==> src/design/evb_pkg.sv <==
`default_nettype none
package evb_pkg;
  timeunit 1ns;
  timeprecision 1ps;

  localparam int unsigned VEC_W       = 8;
  localparam int unsigned OFS_W       = 10;
  localparam int unsigned SW_W        = 16;
  localparam int unsigned ADDR_W      = 32;
  localparam int unsigned PEND_W      = 3;

  // vector numbers of the exception table
  localparam logic [7:0] VEC_RESET_SP   = 8'h00;
  localparam logic [7:0] VEC_RESET_PC   = 8'h01;
  localparam logic [7:0] VEC_BUS_ERR    = 8'h02;
  localparam logic [7:0] VEC_ADDR_ERR   = 8'h03;
  localparam logic [7:0] VEC_ILLEGAL    = 8'h04;
  localparam logic [7:0] VEC_ZERO_DIV   = 8'h05;
  localparam logic [7:0] VEC_CHK        = 8'h06;
  localparam logic [7:0] VEC_COND_TRAP  = 8'h07;
  localparam logic [7:0] VEC_PRIV       = 8'h08;
  localparam logic [7:0] VEC_TRACE      = 8'h09;
  localparam logic [7:0] VEC_LINE_A     = 8'h0a;
  localparam logic [7:0] VEC_LINE_F     = 8'h0b;
  localparam logic [7:0] VEC_PROTOCOL   = 8'h0d;
  localparam logic [7:0] VEC_FORMAT     = 8'h0e;
  localparam logic [7:0] VEC_UNINIT_INT = 8'h0f;
  localparam logic [7:0] VEC_SPURIOUS   = 8'h18;
  localparam logic [7:0] VEC_AUTO_BASE  = 8'h18;
  localparam logic [7:0] VEC_TRAP_BASE  = 8'h20;
  localparam logic [7:0] VEC_FLOAT_BASE = 8'h30;
  localparam logic [7:0] VEC_MMU_BASE   = 8'h38;
  localparam logic [7:0] VEC_USER_BASE  = 8'h40;

  localparam logic [7:0] AUTO_LVL_MAX   = 8'h07;
  localparam logic [7:0] FLOAT_IDX_MAX  = 8'h06;
  localparam logic [7:0] MMU_IDX_MAX    = 8'h02;

  // status word field positions
  localparam int unsigned SW_TRACE_HI_BIT = 15;
  localparam int unsigned SW_TRACE_LO_BIT = 14;
  localparam int unsigned SW_SUPER_BIT    = 13;

  localparam logic [SW_W-1:0]   SW_RESET   = 16'h0000;
  localparam logic [ADDR_W-1:0] WORD_RESET = 32'h0000_0000;
  localparam logic [PEND_W-1:0] PEND_ZERO  = 3'h0;
  localparam logic [PEND_W-1:0] PEND_ONE   = 3'h1;

  typedef enum logic [4:0] {
    CAUSE_RESET_SP, CAUSE_RESET_PC, CAUSE_BUS_ERR, CAUSE_ADDR_ERR, CAUSE_ILLEGAL,
    CAUSE_ZERO_DIV, CAUSE_CHK, CAUSE_COND_TRAP, CAUSE_PRIV, CAUSE_TRACE,
    CAUSE_LINE_A, CAUSE_LINE_F, CAUSE_PROTOCOL, CAUSE_FORMAT, CAUSE_UNINIT_INT,
    CAUSE_SPURIOUS, CAUSE_AUTOVEC, CAUSE_SW_TRAP, CAUSE_FLOAT, CAUSE_MMU,
    CAUSE_USER
  } evb_cause_t;

  typedef enum logic {SPACE_PROG, SPACE_DATA} evb_space_t;

  // table offset is four times the vector number
  function automatic logic [OFS_W-1:0] evb_offset(input logic [VEC_W-1:0] vec);
    evb_offset = {vec, 2'b00};
  endfunction

endpackage
`default_nettype wire

==> src/design/evb_vec_if.sv <==
`default_nettype none
interface evb_vec_if;
  timeunit 1ns;
  timeprecision 1ps;
  import evb_pkg::*;
  evb_cause_t       cause;
  logic [7:0]       index;
  logic [7:0]       vector;
  logic [9:0]       offset;
  evb_space_t       space;
  logic             bad;

  modport mapper (input cause, input index, output vector, output offset, output space,
                  output bad);
  modport user   (output cause, output index, input vector, input offset, input space,
                  input bad);
endinterface
`default_nettype wire

==> src/design/evb_vec_map.sv <==
`default_nettype none
module evb_vec_map (
  evb_vec_if.mapper vif
);
  timeunit 1ns;
  timeprecision 1ps;
  import evb_pkg::*;

  logic [7:0] vec;
  logic       bad;

  always_comb begin
    vec = VEC_ILLEGAL;
    bad = 1'b0;
    unique case (vif.cause)
      CAUSE_RESET_SP:   vec = VEC_RESET_SP;
      CAUSE_RESET_PC:   vec = VEC_RESET_PC;
      CAUSE_BUS_ERR:    vec = VEC_BUS_ERR;
      CAUSE_ADDR_ERR:   vec = VEC_ADDR_ERR;
      CAUSE_ILLEGAL:    vec = VEC_ILLEGAL;
      CAUSE_ZERO_DIV:   vec = VEC_ZERO_DIV;
      CAUSE_CHK:        vec = VEC_CHK;
      CAUSE_COND_TRAP:  vec = VEC_COND_TRAP;
      CAUSE_PRIV:       vec = VEC_PRIV;
      CAUSE_TRACE:      vec = VEC_TRACE;
      CAUSE_LINE_A:     vec = VEC_LINE_A;
      CAUSE_LINE_F:     vec = VEC_LINE_F;
      CAUSE_PROTOCOL:   vec = VEC_PROTOCOL;
      CAUSE_FORMAT:     vec = VEC_FORMAT;
      CAUSE_UNINIT_INT: vec = VEC_UNINIT_INT;
      CAUSE_SPURIOUS:   vec = VEC_SPURIOUS;
      CAUSE_AUTOVEC: begin
        vec = VEC_AUTO_BASE + vif.index;
        bad = (vif.index == 8'h00) || (vif.index > AUTO_LVL_MAX);
      end
      CAUSE_SW_TRAP: begin
        vec = VEC_TRAP_BASE + {4'h0, vif.index[3:0]};
        bad = (vif.index[7:4] != 4'h0);
      end
      CAUSE_FLOAT: begin
        vec = VEC_FLOAT_BASE + vif.index;
        bad = (vif.index > FLOAT_IDX_MAX);
      end
      CAUSE_MMU: begin
        vec = VEC_MMU_BASE + vif.index;
        bad = (vif.index > MMU_IDX_MAX);
      end
      CAUSE_USER: begin
        vec = vif.index;
        bad = (vif.index < VEC_USER_BASE);
      end
      default: begin
        vec = VEC_ILLEGAL;
        bad = 1'b1;
      end
    endcase
  end

  assign vif.vector = vec;
  assign vif.offset = evb_offset(vec);
  assign vif.space  = (vec == VEC_RESET_SP || vec == VEC_RESET_PC) ? SPACE_PROG : SPACE_DATA;
  assign vif.bad    = bad;

endmodule
`default_nettype wire

==> src/design/evb_exc_unit.sv <==
`default_nettype none
module evb_exc_unit (
  input  wire logic                clock,
  input  wire logic                resetn,
  input  wire logic                exc_req,
  input  wire evb_pkg::evb_cause_t exc_cause,
  input  wire logic [7:0]          exc_index,
  output logic                     exc_ack,
  output logic                     vec_valid,
  output logic [7:0]               vec_num,
  output logic [9:0]               vec_offset,
  output evb_pkg::evb_space_t      vec_space,
  output logic                     vec_bad,
  input  wire logic                bus_cycle_start,
  input  wire logic                bus_cycle_end,
  input  wire logic                bus_fault_input,
  input  wire logic [31:0]         exec_pc,
  input  wire logic                sync_idle_instruction,
  input  wire logic [15:0]         status_word_in,
  output logic                     exec_stall,
  output logic                     status_word_load,
  output logic [15:0]              status_word_out,
  output logic                     push_valid,
  output logic [31:0]              push_data,
  input  wire logic                push_ack,
  output logic                     fetch_valid,
  output logic [9:0]               fetch_offset,
  output evb_pkg::evb_space_t      fetch_space,
  input  wire logic                fetch_ack,
  input  wire logic [31:0]         fetch_data,
  output logic                     init_done,
  output logic [31:0]              init_sp,
  output logic [31:0]              init_pc
);
  timeunit 1ns;
  timeprecision 1ps;

  import evb_pkg::*;

  typedef enum logic [3:0] {
    ST_FETCH_SP,
    ST_FETCH_PC,
    ST_IDLE,
    ST_BE_COPY,
    ST_BE_MODIFY,
    ST_PUSH_OFS,
    ST_PUSH_PC,
    ST_PUSH_SW
  } evb_state_t;

  typedef struct packed {
    evb_state_t      st;
    logic [2:0]      pend_cnt;
    logic            fault_pend;
    logic [31:0]     fault_pc;
    logic [31:0]     be_pc;
    logic            sync_active;
    logic [15:0]     sw_copy;
    logic [9:0]      be_offset;
    logic            exc_ack;
    logic            vec_valid;
    logic [7:0]      vec_num;
    logic [9:0]      vec_offset;
    evb_space_t      vec_space;
    logic            vec_bad;
    logic            exec_stall;
    logic            sw_load;
    logic [15:0]     sw_out;
    logic            push_valid;
    logic [31:0]     push_data;
    logic            fetch_valid;
    logic [9:0]      fetch_offset;
    evb_space_t      fetch_space;
    logic            init_done;
    logic [31:0]     init_sp;
    logic [31:0]     init_pc;
  } evb_regs_t;

  evb_regs_t s_ff;
  evb_regs_t nxt_s;

  evb_vec_if vif ();

  evb_vec_map u_map (
    .vif (vif.mapper)
  );

  logic            fault_seen;
  logic [2:0]      pend_next;
  evb_state_t      st_next;

  // mapper is steered by the current phase
  always_comb begin
    vif.cause = exc_cause;
    vif.index = exc_index;
    unique case (s_ff.st)
      ST_FETCH_SP: vif.cause = CAUSE_RESET_SP;
      ST_FETCH_PC: vif.cause = CAUSE_RESET_PC;
      ST_IDLE:     vif.cause = s_ff.fault_pend ? CAUSE_BUS_ERR : exc_cause;
      default:     vif.cause = CAUSE_BUS_ERR;
    endcase
  end

  always_comb begin
    nxt_s = s_ff;
    st_next = s_ff.st;
    nxt_s.exc_ack = 1'b0;
    nxt_s.vec_valid = 1'b0;
    nxt_s.sw_load = 1'b0;

    // fault latched only at cycle end
    fault_seen = bus_cycle_end && bus_fault_input && (s_ff.pend_cnt != PEND_ZERO);

    pend_next = s_ff.pend_cnt;
    // saturate rather than wrap past seven open cycles
    if (bus_cycle_start && !bus_cycle_end && s_ff.pend_cnt != ~PEND_ZERO) begin
      pend_next = s_ff.pend_cnt + PEND_ONE;
    end else if (!bus_cycle_start && bus_cycle_end && s_ff.pend_cnt != PEND_ZERO) begin
      pend_next = s_ff.pend_cnt - PEND_ONE;
    end
    nxt_s.pend_cnt = pend_next;

    // a pending fault keeps its PC unless it is being taken this cycle
    if (fault_seen && (!s_ff.fault_pend || s_ff.st == ST_IDLE)) begin
      // PC of instruction executing at detection
      nxt_s.fault_pc = exec_pc;
    end

    unique case (s_ff.st)
      ST_FETCH_SP: begin
        nxt_s.fetch_valid = 1'b1;
        nxt_s.fetch_offset = vif.offset;
        nxt_s.fetch_space = vif.space;
        if (s_ff.fetch_valid && fetch_ack) begin
          nxt_s.init_sp = fetch_data;
          nxt_s.fetch_valid = 1'b0;
          st_next = ST_FETCH_PC;
        end
      end
      ST_FETCH_PC: begin
        nxt_s.fetch_valid = 1'b1;
        nxt_s.fetch_offset = vif.offset;
        nxt_s.fetch_space = vif.space;
        if (s_ff.fetch_valid && fetch_ack) begin
          nxt_s.init_pc = fetch_data;
          nxt_s.fetch_valid = 1'b0;
          nxt_s.init_done = 1'b1;
          st_next = ST_IDLE;
        end
      end
      ST_IDLE: begin
        if (s_ff.fault_pend) begin
          // bus fault vector over other requests
          nxt_s.vec_valid = 1'b1;
          nxt_s.vec_num = vif.vector;
          nxt_s.vec_offset = vif.offset;
          nxt_s.vec_space = vif.space;
          nxt_s.vec_bad = 1'b0;
          nxt_s.be_offset = vif.offset;
          nxt_s.be_pc = s_ff.fault_pc;
          st_next = ST_BE_COPY;
        end else if (exc_req && s_ff.init_done) begin
          // a request still high at the ack edge is taken again
          // map a general cause to its vector
          nxt_s.exc_ack = 1'b1;
          nxt_s.vec_valid = 1'b1;
          nxt_s.vec_num = vif.vector;
          nxt_s.vec_offset = vif.offset;
          nxt_s.vec_space = vif.space;
          nxt_s.vec_bad = vif.bad;
        end
      end
      ST_BE_COPY: begin
        nxt_s.sw_copy = status_word_in;
        st_next = ST_BE_MODIFY;
      end
      ST_BE_MODIFY: begin
        nxt_s.sw_out = s_ff.sw_copy;
        nxt_s.sw_out[SW_SUPER_BIT] = 1'b1;
        nxt_s.sw_out[SW_TRACE_HI_BIT] = 1'b0;
        nxt_s.sw_out[SW_TRACE_LO_BIT] = 1'b0;
        nxt_s.sw_load = 1'b1;
        // first word is the vector offset
        nxt_s.push_valid = 1'b1;
        nxt_s.push_data = {22'h000000, s_ff.be_offset};
        st_next = ST_PUSH_OFS;
      end
      ST_PUSH_OFS: begin
        if (push_ack) begin
          nxt_s.push_data = s_ff.be_pc;
          st_next = ST_PUSH_PC;
        end
      end
      ST_PUSH_PC: begin
        if (push_ack) begin
          // then the saved status word copy
          nxt_s.push_data = {16'h0000, s_ff.sw_copy};
          st_next = ST_PUSH_SW;
        end
      end
      ST_PUSH_SW: begin
        if (push_ack) begin
          nxt_s.push_valid = 1'b0;
          nxt_s.push_data = WORD_RESET;
          st_next = ST_IDLE;
        end
      end
    endcase
    nxt_s.st = st_next;

    // a new fault wins over the clear of the one being taken
    nxt_s.fault_pend = ((s_ff.st == ST_IDLE) ? 1'b0 : s_ff.fault_pend) | fault_seen;
    if (s_ff.st == ST_IDLE && !s_ff.fault_pend) begin
      nxt_s.fault_pend = fault_seen;
    end

    // sync idle holds until the bus drains
    nxt_s.sync_active = (s_ff.sync_active || sync_idle_instruction) &&
                        (pend_next != PEND_ZERO);

    // stall spans the fault entry too
    nxt_s.exec_stall = nxt_s.sync_active || nxt_s.fault_pend ||
                       (st_next != ST_IDLE);
  end

  // exec_stall resets high so nothing runs before the reset fetch
  always_ff @(posedge clock) begin
    if (!resetn) begin
      s_ff <= '{
        st:           ST_FETCH_SP,
        pend_cnt:     PEND_ZERO,
        fault_pend:   1'b0,
        fault_pc:     WORD_RESET,
        be_pc:        WORD_RESET,
        sync_active:  1'b0,
        sw_copy:      SW_RESET,
        be_offset:    10'h000,
        exc_ack:      1'b0,
        vec_valid:    1'b0,
        vec_num:      8'h00,
        vec_offset:   10'h000,
        vec_space:    SPACE_PROG,
        vec_bad:      1'b0,
        exec_stall:   1'b1,
        sw_load:      1'b0,
        sw_out:       SW_RESET,
        push_valid:   1'b0,
        push_data:    WORD_RESET,
        fetch_valid:  1'b0,
        fetch_offset: 10'h000,
        fetch_space:  SPACE_PROG,
        init_done:    1'b0,
        init_sp:      WORD_RESET,
        init_pc:      WORD_RESET
      };
    end else begin
      s_ff <= nxt_s;
    end
  end

  assign exc_ack          = s_ff.exc_ack;
  assign vec_valid        = s_ff.vec_valid;
  assign vec_num          = s_ff.vec_num;
  assign vec_offset       = s_ff.vec_offset;
  assign vec_space        = s_ff.vec_space;
  assign vec_bad          = s_ff.vec_bad;
  assign exec_stall       = s_ff.exec_stall;
  assign status_word_load = s_ff.sw_load;
  assign status_word_out  = s_ff.sw_out;
  assign push_valid       = s_ff.push_valid;
  assign push_data        = s_ff.push_data;
  assign fetch_valid      = s_ff.fetch_valid;
  assign fetch_offset     = s_ff.fetch_offset;
  assign fetch_space      = s_ff.fetch_space;
  assign init_done        = s_ff.init_done;
  assign init_sp          = s_ff.init_sp;
  assign init_pc          = s_ff.init_pc;

endmodule
`default_nettype wire

==> config.mk <==
export PLATFORM = sky130hd
export DESIGN_NAME = evb_exc_unit
export DESIGN_NICKNAME = d
export VERILOG_FILES = /design/src/design/evb_pkg.sv /design/src/design/evb_vec_if.sv /design/src/design/evb_vec_map.sv /design/src/design/evb_exc_unit.sv
export SDC_FILE = /design/constraint.sdc
export NUM_CORES = 1
export LEC_CHECK = 0
export ABC_AREA = 1
export BUFFER_PORTS_ARGS = -buffer_cell sky130_fd_sc_hd__buf_4
export CORE_MARGIN = 3
export CORE_UTILIZATION = 25
export DETAILED_ROUTE_END_ITERATION = 8
export GPL_ROUTABILITY_DRIVEN = 0
export PLACE_DENSITY = 0.46
export SETUP_SLACK_MARGIN = 0.4
export SLEW_MARGIN = 25
export SYNTH_ARGS = -nofsm -noshare
export SYNTH_HDL_FRONTEND = slang
export SYNTH_SLANG_ARGS = --single-unit
==> constraint.sdc <==
create_clock -name clock -period 3.7 [get_ports clock]
set_clock_uncertainty 0.15 [all_clocks]
set_input_delay 0.37 -clock clock [delete_from_list [all_inputs] [get_ports clock]]
set_output_delay 0.37 -clock clock [all_outputs]
set_load 0.01 [all_outputs]
==> implementation parameters, run 1 <==
Parameter                              Value

Global route
  Overflow left after global routing ... 0
  Global-route wire length before repair ... 48200 µm
  GRT met1 Usage ... 18.4%
  Antenna violations before repair ... 0
  Via count of the first global-routing pass ... 8364
  Routing usage on met3 ... 2.93%
  Global-route usage over all layers ... 13.6%
  Pin count of the biggest net entering global routing ... 148
  Met2 routing resource usage after global routing ... 22.3%
  Most used routing layer ... met2

Cells and area
  Post-route core utilization ... 33.5%
  Leading cell type in the layout, fill and taps excluded ... buf_4
  Top library cells by usage in the layout, fill and taps aside ... buf_4 (260), dfxtp_1 (233), nor2_1 (173)
  Ratio of cells with drive above 1 in the final layout ... 23.5%
  Multi-input combinational cell area ... 3710 µm²
  Sequential Area ... 4660 µm²
  Area growth syn-to-layout ... 31.8%
  Final net count ... 1593
  # diodes ... 0
  Count of placed standard cells in the final layout, fillers left out ... 2032
  Layout filler cell count ... 4194

Die
  Core box area ... 39900 µm²
  Initial Util ... 25.4%
  IO Count ... 252
  Number of placement rows ... 73
  DIE HEIGHT ... 207 µm
  Die ar. ... 43000 µm²
  Die span in x ... 207 µm

Power and ir drop
  Combinational Power Share ... 20.5%
  Seq pwr share ... 38.2%
  Net load switching power ... 0.00222 W
  Total power divided by cell area ... 556 nW/µm²
  Worst IR drop on VDD ... 0.000313 V
  Part of the power in the clock network ... 41.3%
  Switching fraction of total power ... 29.9%
  Static leakage ... 5.62 nW
  Total internal power ... 0.00521 W

Logic synthesis
  Leading area contributor after synthesis ... dfxtp_1
  Dominant register cell in the synthesized netlist ... dfxtp_1
  Per-instance average area after synthesis ... 7.73 µm²
  Sequential cell area fraction in the yosys report ... 46.0%
  Cell count after synthesis ... 1312
  Synthesis Warnings ... 0
  Top cell type's share of synthesized area ... 46.0%
  Top area cells in the synthesized netlist ... dfxtp_1 (46%), buf_4 (10%), o21ai_0 (8.0%)
  Ys async rst share ... 0%
  Post-synthesis cell type count ... 44
  Post-Synthesis Cell Area ... 10100 µm²
  Synth Register Bits ... 233
  Number of flops mapped to enable cells by yosys ... 0

Route
  Vias ... 8737
  Total DRC errors in the routed layout ... 0
  Sum of routed wire length over all layers ... 30700 µm
  Count of TritonRoute iterations in the first routing pass ... 4
  Via count normalized by instance count ... 4.30
  Average wire per standard cell ... 15.1 µm
  Count of nets left with antenna violations after detail routing ... 0
  Initial DRC Count ... 350

Hold path
  End point of the worst hold path ... vec_num[6]
  Worst hold path type ... input pin to register
  Startpoint of the most critical hold path ... exc_index[6]
  Hold path cells ... 5

CTS
  Clock tree root driver cell ... clkbuf_16
  Number of buffers inserted during clock tree synthesis ... 29
  Worst-path clk slew ... 60 ps
  Clock Sink Count ... 233
  H-Tree Depth ... 1
  Later-pin clock latency in the skew report ... 580 ps
  Buffer count from post-CTS setup fixing ... 0
  Clock Path Buffers ... 3
  Clock tree from TritonCTS ... built

Timing
  Post-route worst hold slack ... 49.1 ps
  Final hold violation count ... 0
  Final period util ... 69.9%
  Final Slew Violations ... 0
  Max Freq ... 0.387 GHz
  Post-route worst setup slack ... 1110 ps
  TNS Setup ... 0 ps
  Clock period minus final worst setup slack ... 2590 ps
  Tightest Pin Transition ... 931 ps
  Headroom to the max-slew limit ... 38.0%
  Final count of negative-setup-slack endpoints ... 0
  RSZ-0062 raised after global routing ... false

Outcome
  Run status ... finished clean

Setup path
  Data required time at the worst endpoint ... 4010 ps
  Data arrival, critical path ... 2890 ps
  Reg2Reg Capture Point ... vec_space
  Setup slack, reg-to-reg ... 1110 ps
  Startpoint of the worst-slack reg-to-reg timing path ... s_ff[245]
  Crit path max fanout ... 6
  Crit path launch type ... register
  Type of the setup path with the least slack ... register to register
  Kind of capture point of the worst setup path ... register
  Number of cells on the worst reg-to-reg path ... 16

Flow run
  Max Cap Violations ... 0

Place
  # port buffers ... 245
  Post-Place Cells ... 1894
  Pre-CTS setup slack ... 1140 ps
  DP HPWL ... 21100 µm
synth_stat cells, types with 4 or more instances:
library cell and instances:
o21ai_0 162, a22oi_1 16, o221ai_1 7, nand2_2 12, inv_2 11, nor2_4 4
ha_1 7, o21bai_1 6, nor3_1 4, o22ai_1 9, xor2_1 5, dfxtp_1 233
nand2_1 116, nor2_1 176, buf_2 10, inv_1 110, a21oi_1 137, buf_4 141
clkbuf_1 56, nand3_1 52
flip-flops by register name, indices dropped and copies added, names as in the netlist, 8 cells and up:
register	cells
push_data	32
vec_num	8
fetch_offset	8
init_pc	32
init_sp	32
s_ff	97
status_word_out	14
per-stage QoR:
stage               power, W  cell area (µm²)
floorplan            0.00390            10200
global placement     0.00437            11500
detailed placement   0.00438            11500
CTS                  0.00757            13400
global route         0.00786            13400
finish               0.00743            13400
metal layers:
layer,up-vias,part of all wire (%)
met5,-,0
met2,237,46
li1,4482,-
met1,3976,46
met3,42,5.8
met4,0,2.4
worst max path at each step:
| stage | start | to | slack, ps | cells past startpoint |
|---|---|---|---|---|
| after floorplan | s_ff[248] | vec_space | 1420 | 16 |
| after global placement | s_ff[245] | vec_space | 1170 | 16 |
| after detailed placement | s_ff[245] | vec_space | 1140 | 18 |
| after CTS | s_ff[245] | vec_space | 1120 | 18 |
| after global routing | s_ff[245] | vec_space | 780 | 18 |
| final | s_ff[245] | vec_space | 1110 | 16 |
kinds of logic after synthesis:
group	count (synthesis)	synth area share [%]
XOR/XNOR	5	0.432
buffers and inverters	332	17.6
adder cells (fa/ha/maj)	7	0.864
AND/OR/NAND/NOR	382	16.3
multiplexers	1	0.0988
other	1	0.0370
AO/OA/AOI/OAI	351	18.6
flip-flops	233	46.0
layout make-up:
cell class	instances	share of cell area [%]
multi-input combinational	752	27.8
timing repair buffer	345	21.1
tap	525	4.92
clock inverter	11	1.36
inverter	123	3.46
clock buffer	43	6.50
sequential	233	34.9
worst max-delay path, cell delays in order (launching register included):
cell and delay (ps):
dfxtp_1 450, inv_1 100, nor2_1 200, nand2_1 100, nand2_2 150, nand2_2 90
clkinv_1 60, nand2_2 60, inv_2 60, ha_1 240, or2_2 300, nand3_1 80
nand2_1 70, nor2_1 110, nand3_1 90, nor2_1 90, nor2_1 50
power by group through the flow:
stage / Combinational, W / Sequential (W) / Clock, W
detailed placement: 0.00148 / 0.00289 / 0
CTS: 0.00156 / 0.00284 / 0.00317
floorplan: 0.00104 / 0.00286 / 0
global placement: 0.00148 / 0.00289 / 0
global route: 0.00171 / 0.00286 / 0.00328
finish: 0.00152 / 0.00284 / 0.00307
timing repair:
item / in CTS / in global routing
hold buffers: 84 / 0
gates resized for setup: 0 / 0
endpoints found under the hold margin: 116 / 0
(Power assumes the default switching activity.)
==> run 2: changes to the inputs <==
Settings changed: ABC_AREA 1 to 0, PLACE_DENSITY 0.46 to 0.47.
Clock period 3.7 ns to 2.1 ns, I/O delays scaled along.
==> run 2 against run 1 <==
The flow now finishes with violations (setup timing); critical path depth fell by 6; register-to-register slack lost 1900 ps; sequential power grew 70%; combinational power is 130% higher; routed wire length is 20% higher; die area rose by 0.54%; non-clock buffer count increased by 123; critical endpoint unchanged; largest cell class is now multi-input combinational cells; largest power group unchanged.
==> implementation parameters, run 2 <==
Parameter                              Value

Power and ir drop
  Combinational Power Share ... 26.7% (+6.2 points)
  Part of the power in the clock network ... 36.8% (-4.5 points)
  Worst IR drop on VDD ... 0.000657 V (+110%)
  Static leakage ... 6.20 nW (+10%)
  Seq pwr share ... 36.6% (-1.6 points)
  Switching fraction of total power ... 30.1% (+0.21 points)
  Total power divided by cell area ... 842 nW/µm² (+51%)
  Net load switching power ... 0.00398 W (+79%)
  Total internal power ... 0.00923 W (+77%)

Timing
  TNS Setup ... -18310 ps (-18310 ps)
  Final count of negative-setup-slack endpoints ... 76 (+76)
  Tightest Pin Transition ... 577 ps (-353 ps)
  RSZ-0062 raised after global routing ... true
  Headroom to the max-slew limit ... 61.5% (+24 points)
  Clock period minus final worst setup slack ... 2860 ps (+276 ps)
  Final hold violation count ... 0 (unchanged)
  Final period util ... 136% (+66 points)
  Max Freq ... 0.349 GHz (-9.6%)
  Final Slew Violations ... 0 (unchanged)
  Post-route worst setup slack ... -763 ps (-1880 ps)
  Post-route worst hold slack ... 26.2 ps (-22.9 ps)

Route
  Via count normalized by instance count ... 4.59 (+6.6%)
  Vias ... 9716 (+11%)
  Count of TritonRoute iterations in the first routing pass ... 5 (+1)
  Average wire per standard cell ... 17.4 µm (+15%)
  Sum of routed wire length over all layers ... 36800 µm (+20%)
  Initial DRC Count ... 557 (+59%)
  Total DRC errors in the routed layout ... 0 (unchanged)
  Count of nets left with antenna violations after detail routing ... 0 (unchanged)

Global route
  Global-route usage over all layers ... 15.5% (+1.9 points)
  Antenna violations before repair ... 2 (+2)
  Pin count of the biggest net entering global routing ... 53 (-64%)
  Via count of the first global-routing pass ... 9504 (+14%)
  Overflow left after global routing ... 0 (unchanged)
  Global-route wire length before repair ... 55000 µm (+14%)

Setup path
  Crit path max fanout ... 3 (-3)
  Data required time at the worst endpoint ... 2380 ps (-1630 ps)
  Startpoint of the worst-slack reg-to-reg timing path ... s_ff[247]
  Number of cells on the worst reg-to-reg path ... 10 (-6)
  Setup slack, reg-to-reg ... -760 ps (-1880 ps)
  Kind of capture point of the worst setup path ... register
  Crit path launch type ... register
  Reg2Reg Capture Point ... vec_space
  Type of the setup path with the least slack ... register to register
  Data arrival, critical path ... 3140 ps (+250 ps)

Cells and area
  Top library cells by usage in the layout, fill and taps aside ... buf_4 (321), nand2_1 (270), dfxtp_1 (227)
  Final net count ... 1681 (+5.5%)
  Ratio of cells with drive above 1 in the final layout ... 39.7% (+16 points)
  Area growth syn-to-layout ... 54.0%
  Sequential Area ... 4680 µm² (+0.27%)
  Multi-input combinational cell area ... 5070 µm² (+37%)
  Count of placed standard cells in the final layout, fillers left out ... 2119 (+4.3%)
  Flip-flop count of the largest register after layout ... 97 (unchanged)
  Post-route core utilization ... 39.2% (+5.8 points)
  Leading cell type in the layout, fill and taps excluded ... buf_4
  Register bank with the most flops ... s_ff
  Layout filler cell count ... 4074 (-2.9%)

Place
  DP HPWL ... 22800 µm (+7.9%)
  Pre-CTS setup slack ... -725 ps (-1870 ps)
  # port buffers ... 245 (unchanged)
  Post-Place Cells ... 1926 (+1.7%)

CTS
  Clock tree root driver cell ... clkbuf_16
  Clock Path Buffers ... 3 (unchanged)
  Number of buffers inserted during clock tree synthesis ... 28 (-3.4%)
  Clock Sink Count ... 233 (unchanged)
  Later-pin clock latency in the skew report ... 550 ps (-30 ps)
  H-Tree Depth ... 1 (unchanged)
  Clock tree from TritonCTS ... built
  Worst-path clk slew ... 70 ps (about the same)

Die
  Number of placement rows ... 73 (unchanged)
  Die ar. ... 43200 µm² (+0.54%)
  Core box area ... 40000 µm² (+0.23%)
  Die span in x ... 208 µm (+0.27%)
  DIE HEIGHT ... 208 µm (+0.27%)
  Initial Util ... 25.5% (+0.083 points)
  IO Count ... 252 (unchanged)

Logic synthesis
  Leading area contributor after synthesis ... dfxtp_1
  Sequential cell area fraction in the yosys report ... 45.8% (-0.25 points)
  Synth Register Bits ... 233 (unchanged)
  Post-synthesis cell type count ... 61 (+39%)
  Per-instance average area after synthesis ... 7.91 µm² (+2.3%)
  Top area cells in the synthesized netlist ... dfxtp_1 (46%), nand2_1 (12%), buf_4 (10%)
  Most common library cells after synthesis ... nand2_1 (336), dfxtp_1 (233), a21oi_1 (184)
  Ys async rst share ... 0% (unchanged)
  Number of flops mapped to enable cells by yosys ... 0 (unchanged)
  Top cell type's share of synthesized area ... 45.8% (-0.25 points)
  Cell count after synthesis ... 1289 (-1.8%)
  Synthesis Warnings ... 0 (unchanged)
  Dominant register cell in the synthesized netlist ... dfxtp_1
  Post-Synthesis Cell Area ... 10200 µm² (+0.56%)
  Most frequent cell after synthesis ... nand2_1

Hold path
  Worst hold path type ... input pin to register
  Hold path cells ... 5 (unchanged)
  Startpoint of the most critical hold path ... exc_index[4]
  End point of the worst hold path ... vec_space

Outcome
  Run status ... complete, but fails checks
  Violations in the final reports ... setup timing

Flow run
  Max Cap Violations ... 0 (unchanged)
## run 2: per-layer routing
| layer | track usage, % | up-vias | part of all wire (%) |
|---|---|---|---|
| li1 | - | 4760 | - |
| met3 | 3.48 | 45 | 6.0 |
| met2 | 25.4 | 274 | 46 |
| met4 | 3.19 | 2 | 2.1 |
| met5 | 0 | - | 0.046 |
| met1 | 21.1 | 4635 | 46 |
## run 2: repair_timing
item                                   CTS  global route
endpoints found under the hold margin  139             0
setup buffers                           27            12
hold buffers                            89             0
gates resized for setup                152           125
cloned                                   6             7
setup endpoints to repair              227           229
pin swaps                               32            31
## run 2: cell type report
type	instances	share of cell area [%]
inverters	15	0.407
flip-flops and latches	233	29.8
clock inverters	7	0.614
multi-input cells	826	32.3
well taps	525	4.19
repair buffers	468	27.3
clock buffers	44	5.36
diodes	1	0.0159
## run 2: critical path, stage by stage, from the launching register on
cell       delay (ps)
dfxtp_2           320
or4b_4            550
nor4_4            190
and3_4            240
ha_4              200
nor2b_1           130
o21a_1            190
a31oi_1           140
o21ai_1           130
a2111oi_2         380
a21oi_1           110
## run 2: power groups by stage
stage                     combinational (W)  sequential (W)  clock, W
after floorplan                     0.00151         0.00487         0
after global placement              0.00260         0.00490         0
after detailed placement            0.00260         0.00491         0
after CTS                           0.00327         0.00482   0.00502
after global routing                0.00379         0.00486   0.00520
final                               0.00352         0.00483   0.00486
## run 2: how the worst max path moves through the flow
stage	cells past startpoint	slack [ps]	endpoint	startpoint
after floorplan	13	-890	vec_space	s_ff[248]
after global placement	10	-690	vec_space	s_ff[247]
after detailed placement	10	-720	vec_space	s_ff[247]
after CTS	11	-710	vec_space	s_ff[247]
after global routing	11	-890	vec_space	s_ff[247]
final	10	-760	vec_space	s_ff[247]
## run 2: cells by family after synthesis
kind of cell,share of synthesized area (%)
and+or+nand+nor,21.0
adders and majority gates,0.859
DFF,45.8
other,0.0368
buffers and inverters,14.2
muxes,0.712
AOI/OAI and AO/OA,17.1
xor gates and xnor gates,0.344
## run 2: per-stage QoR
stage	area, µm²	total power (W)
after detailed placement	12200	0.00752
after global routing	15700	0.0138
after global placement	12200	0.00750
after floorplan	10300	0.00639
after CTS	14900	0.0131
final	15700	0.0132
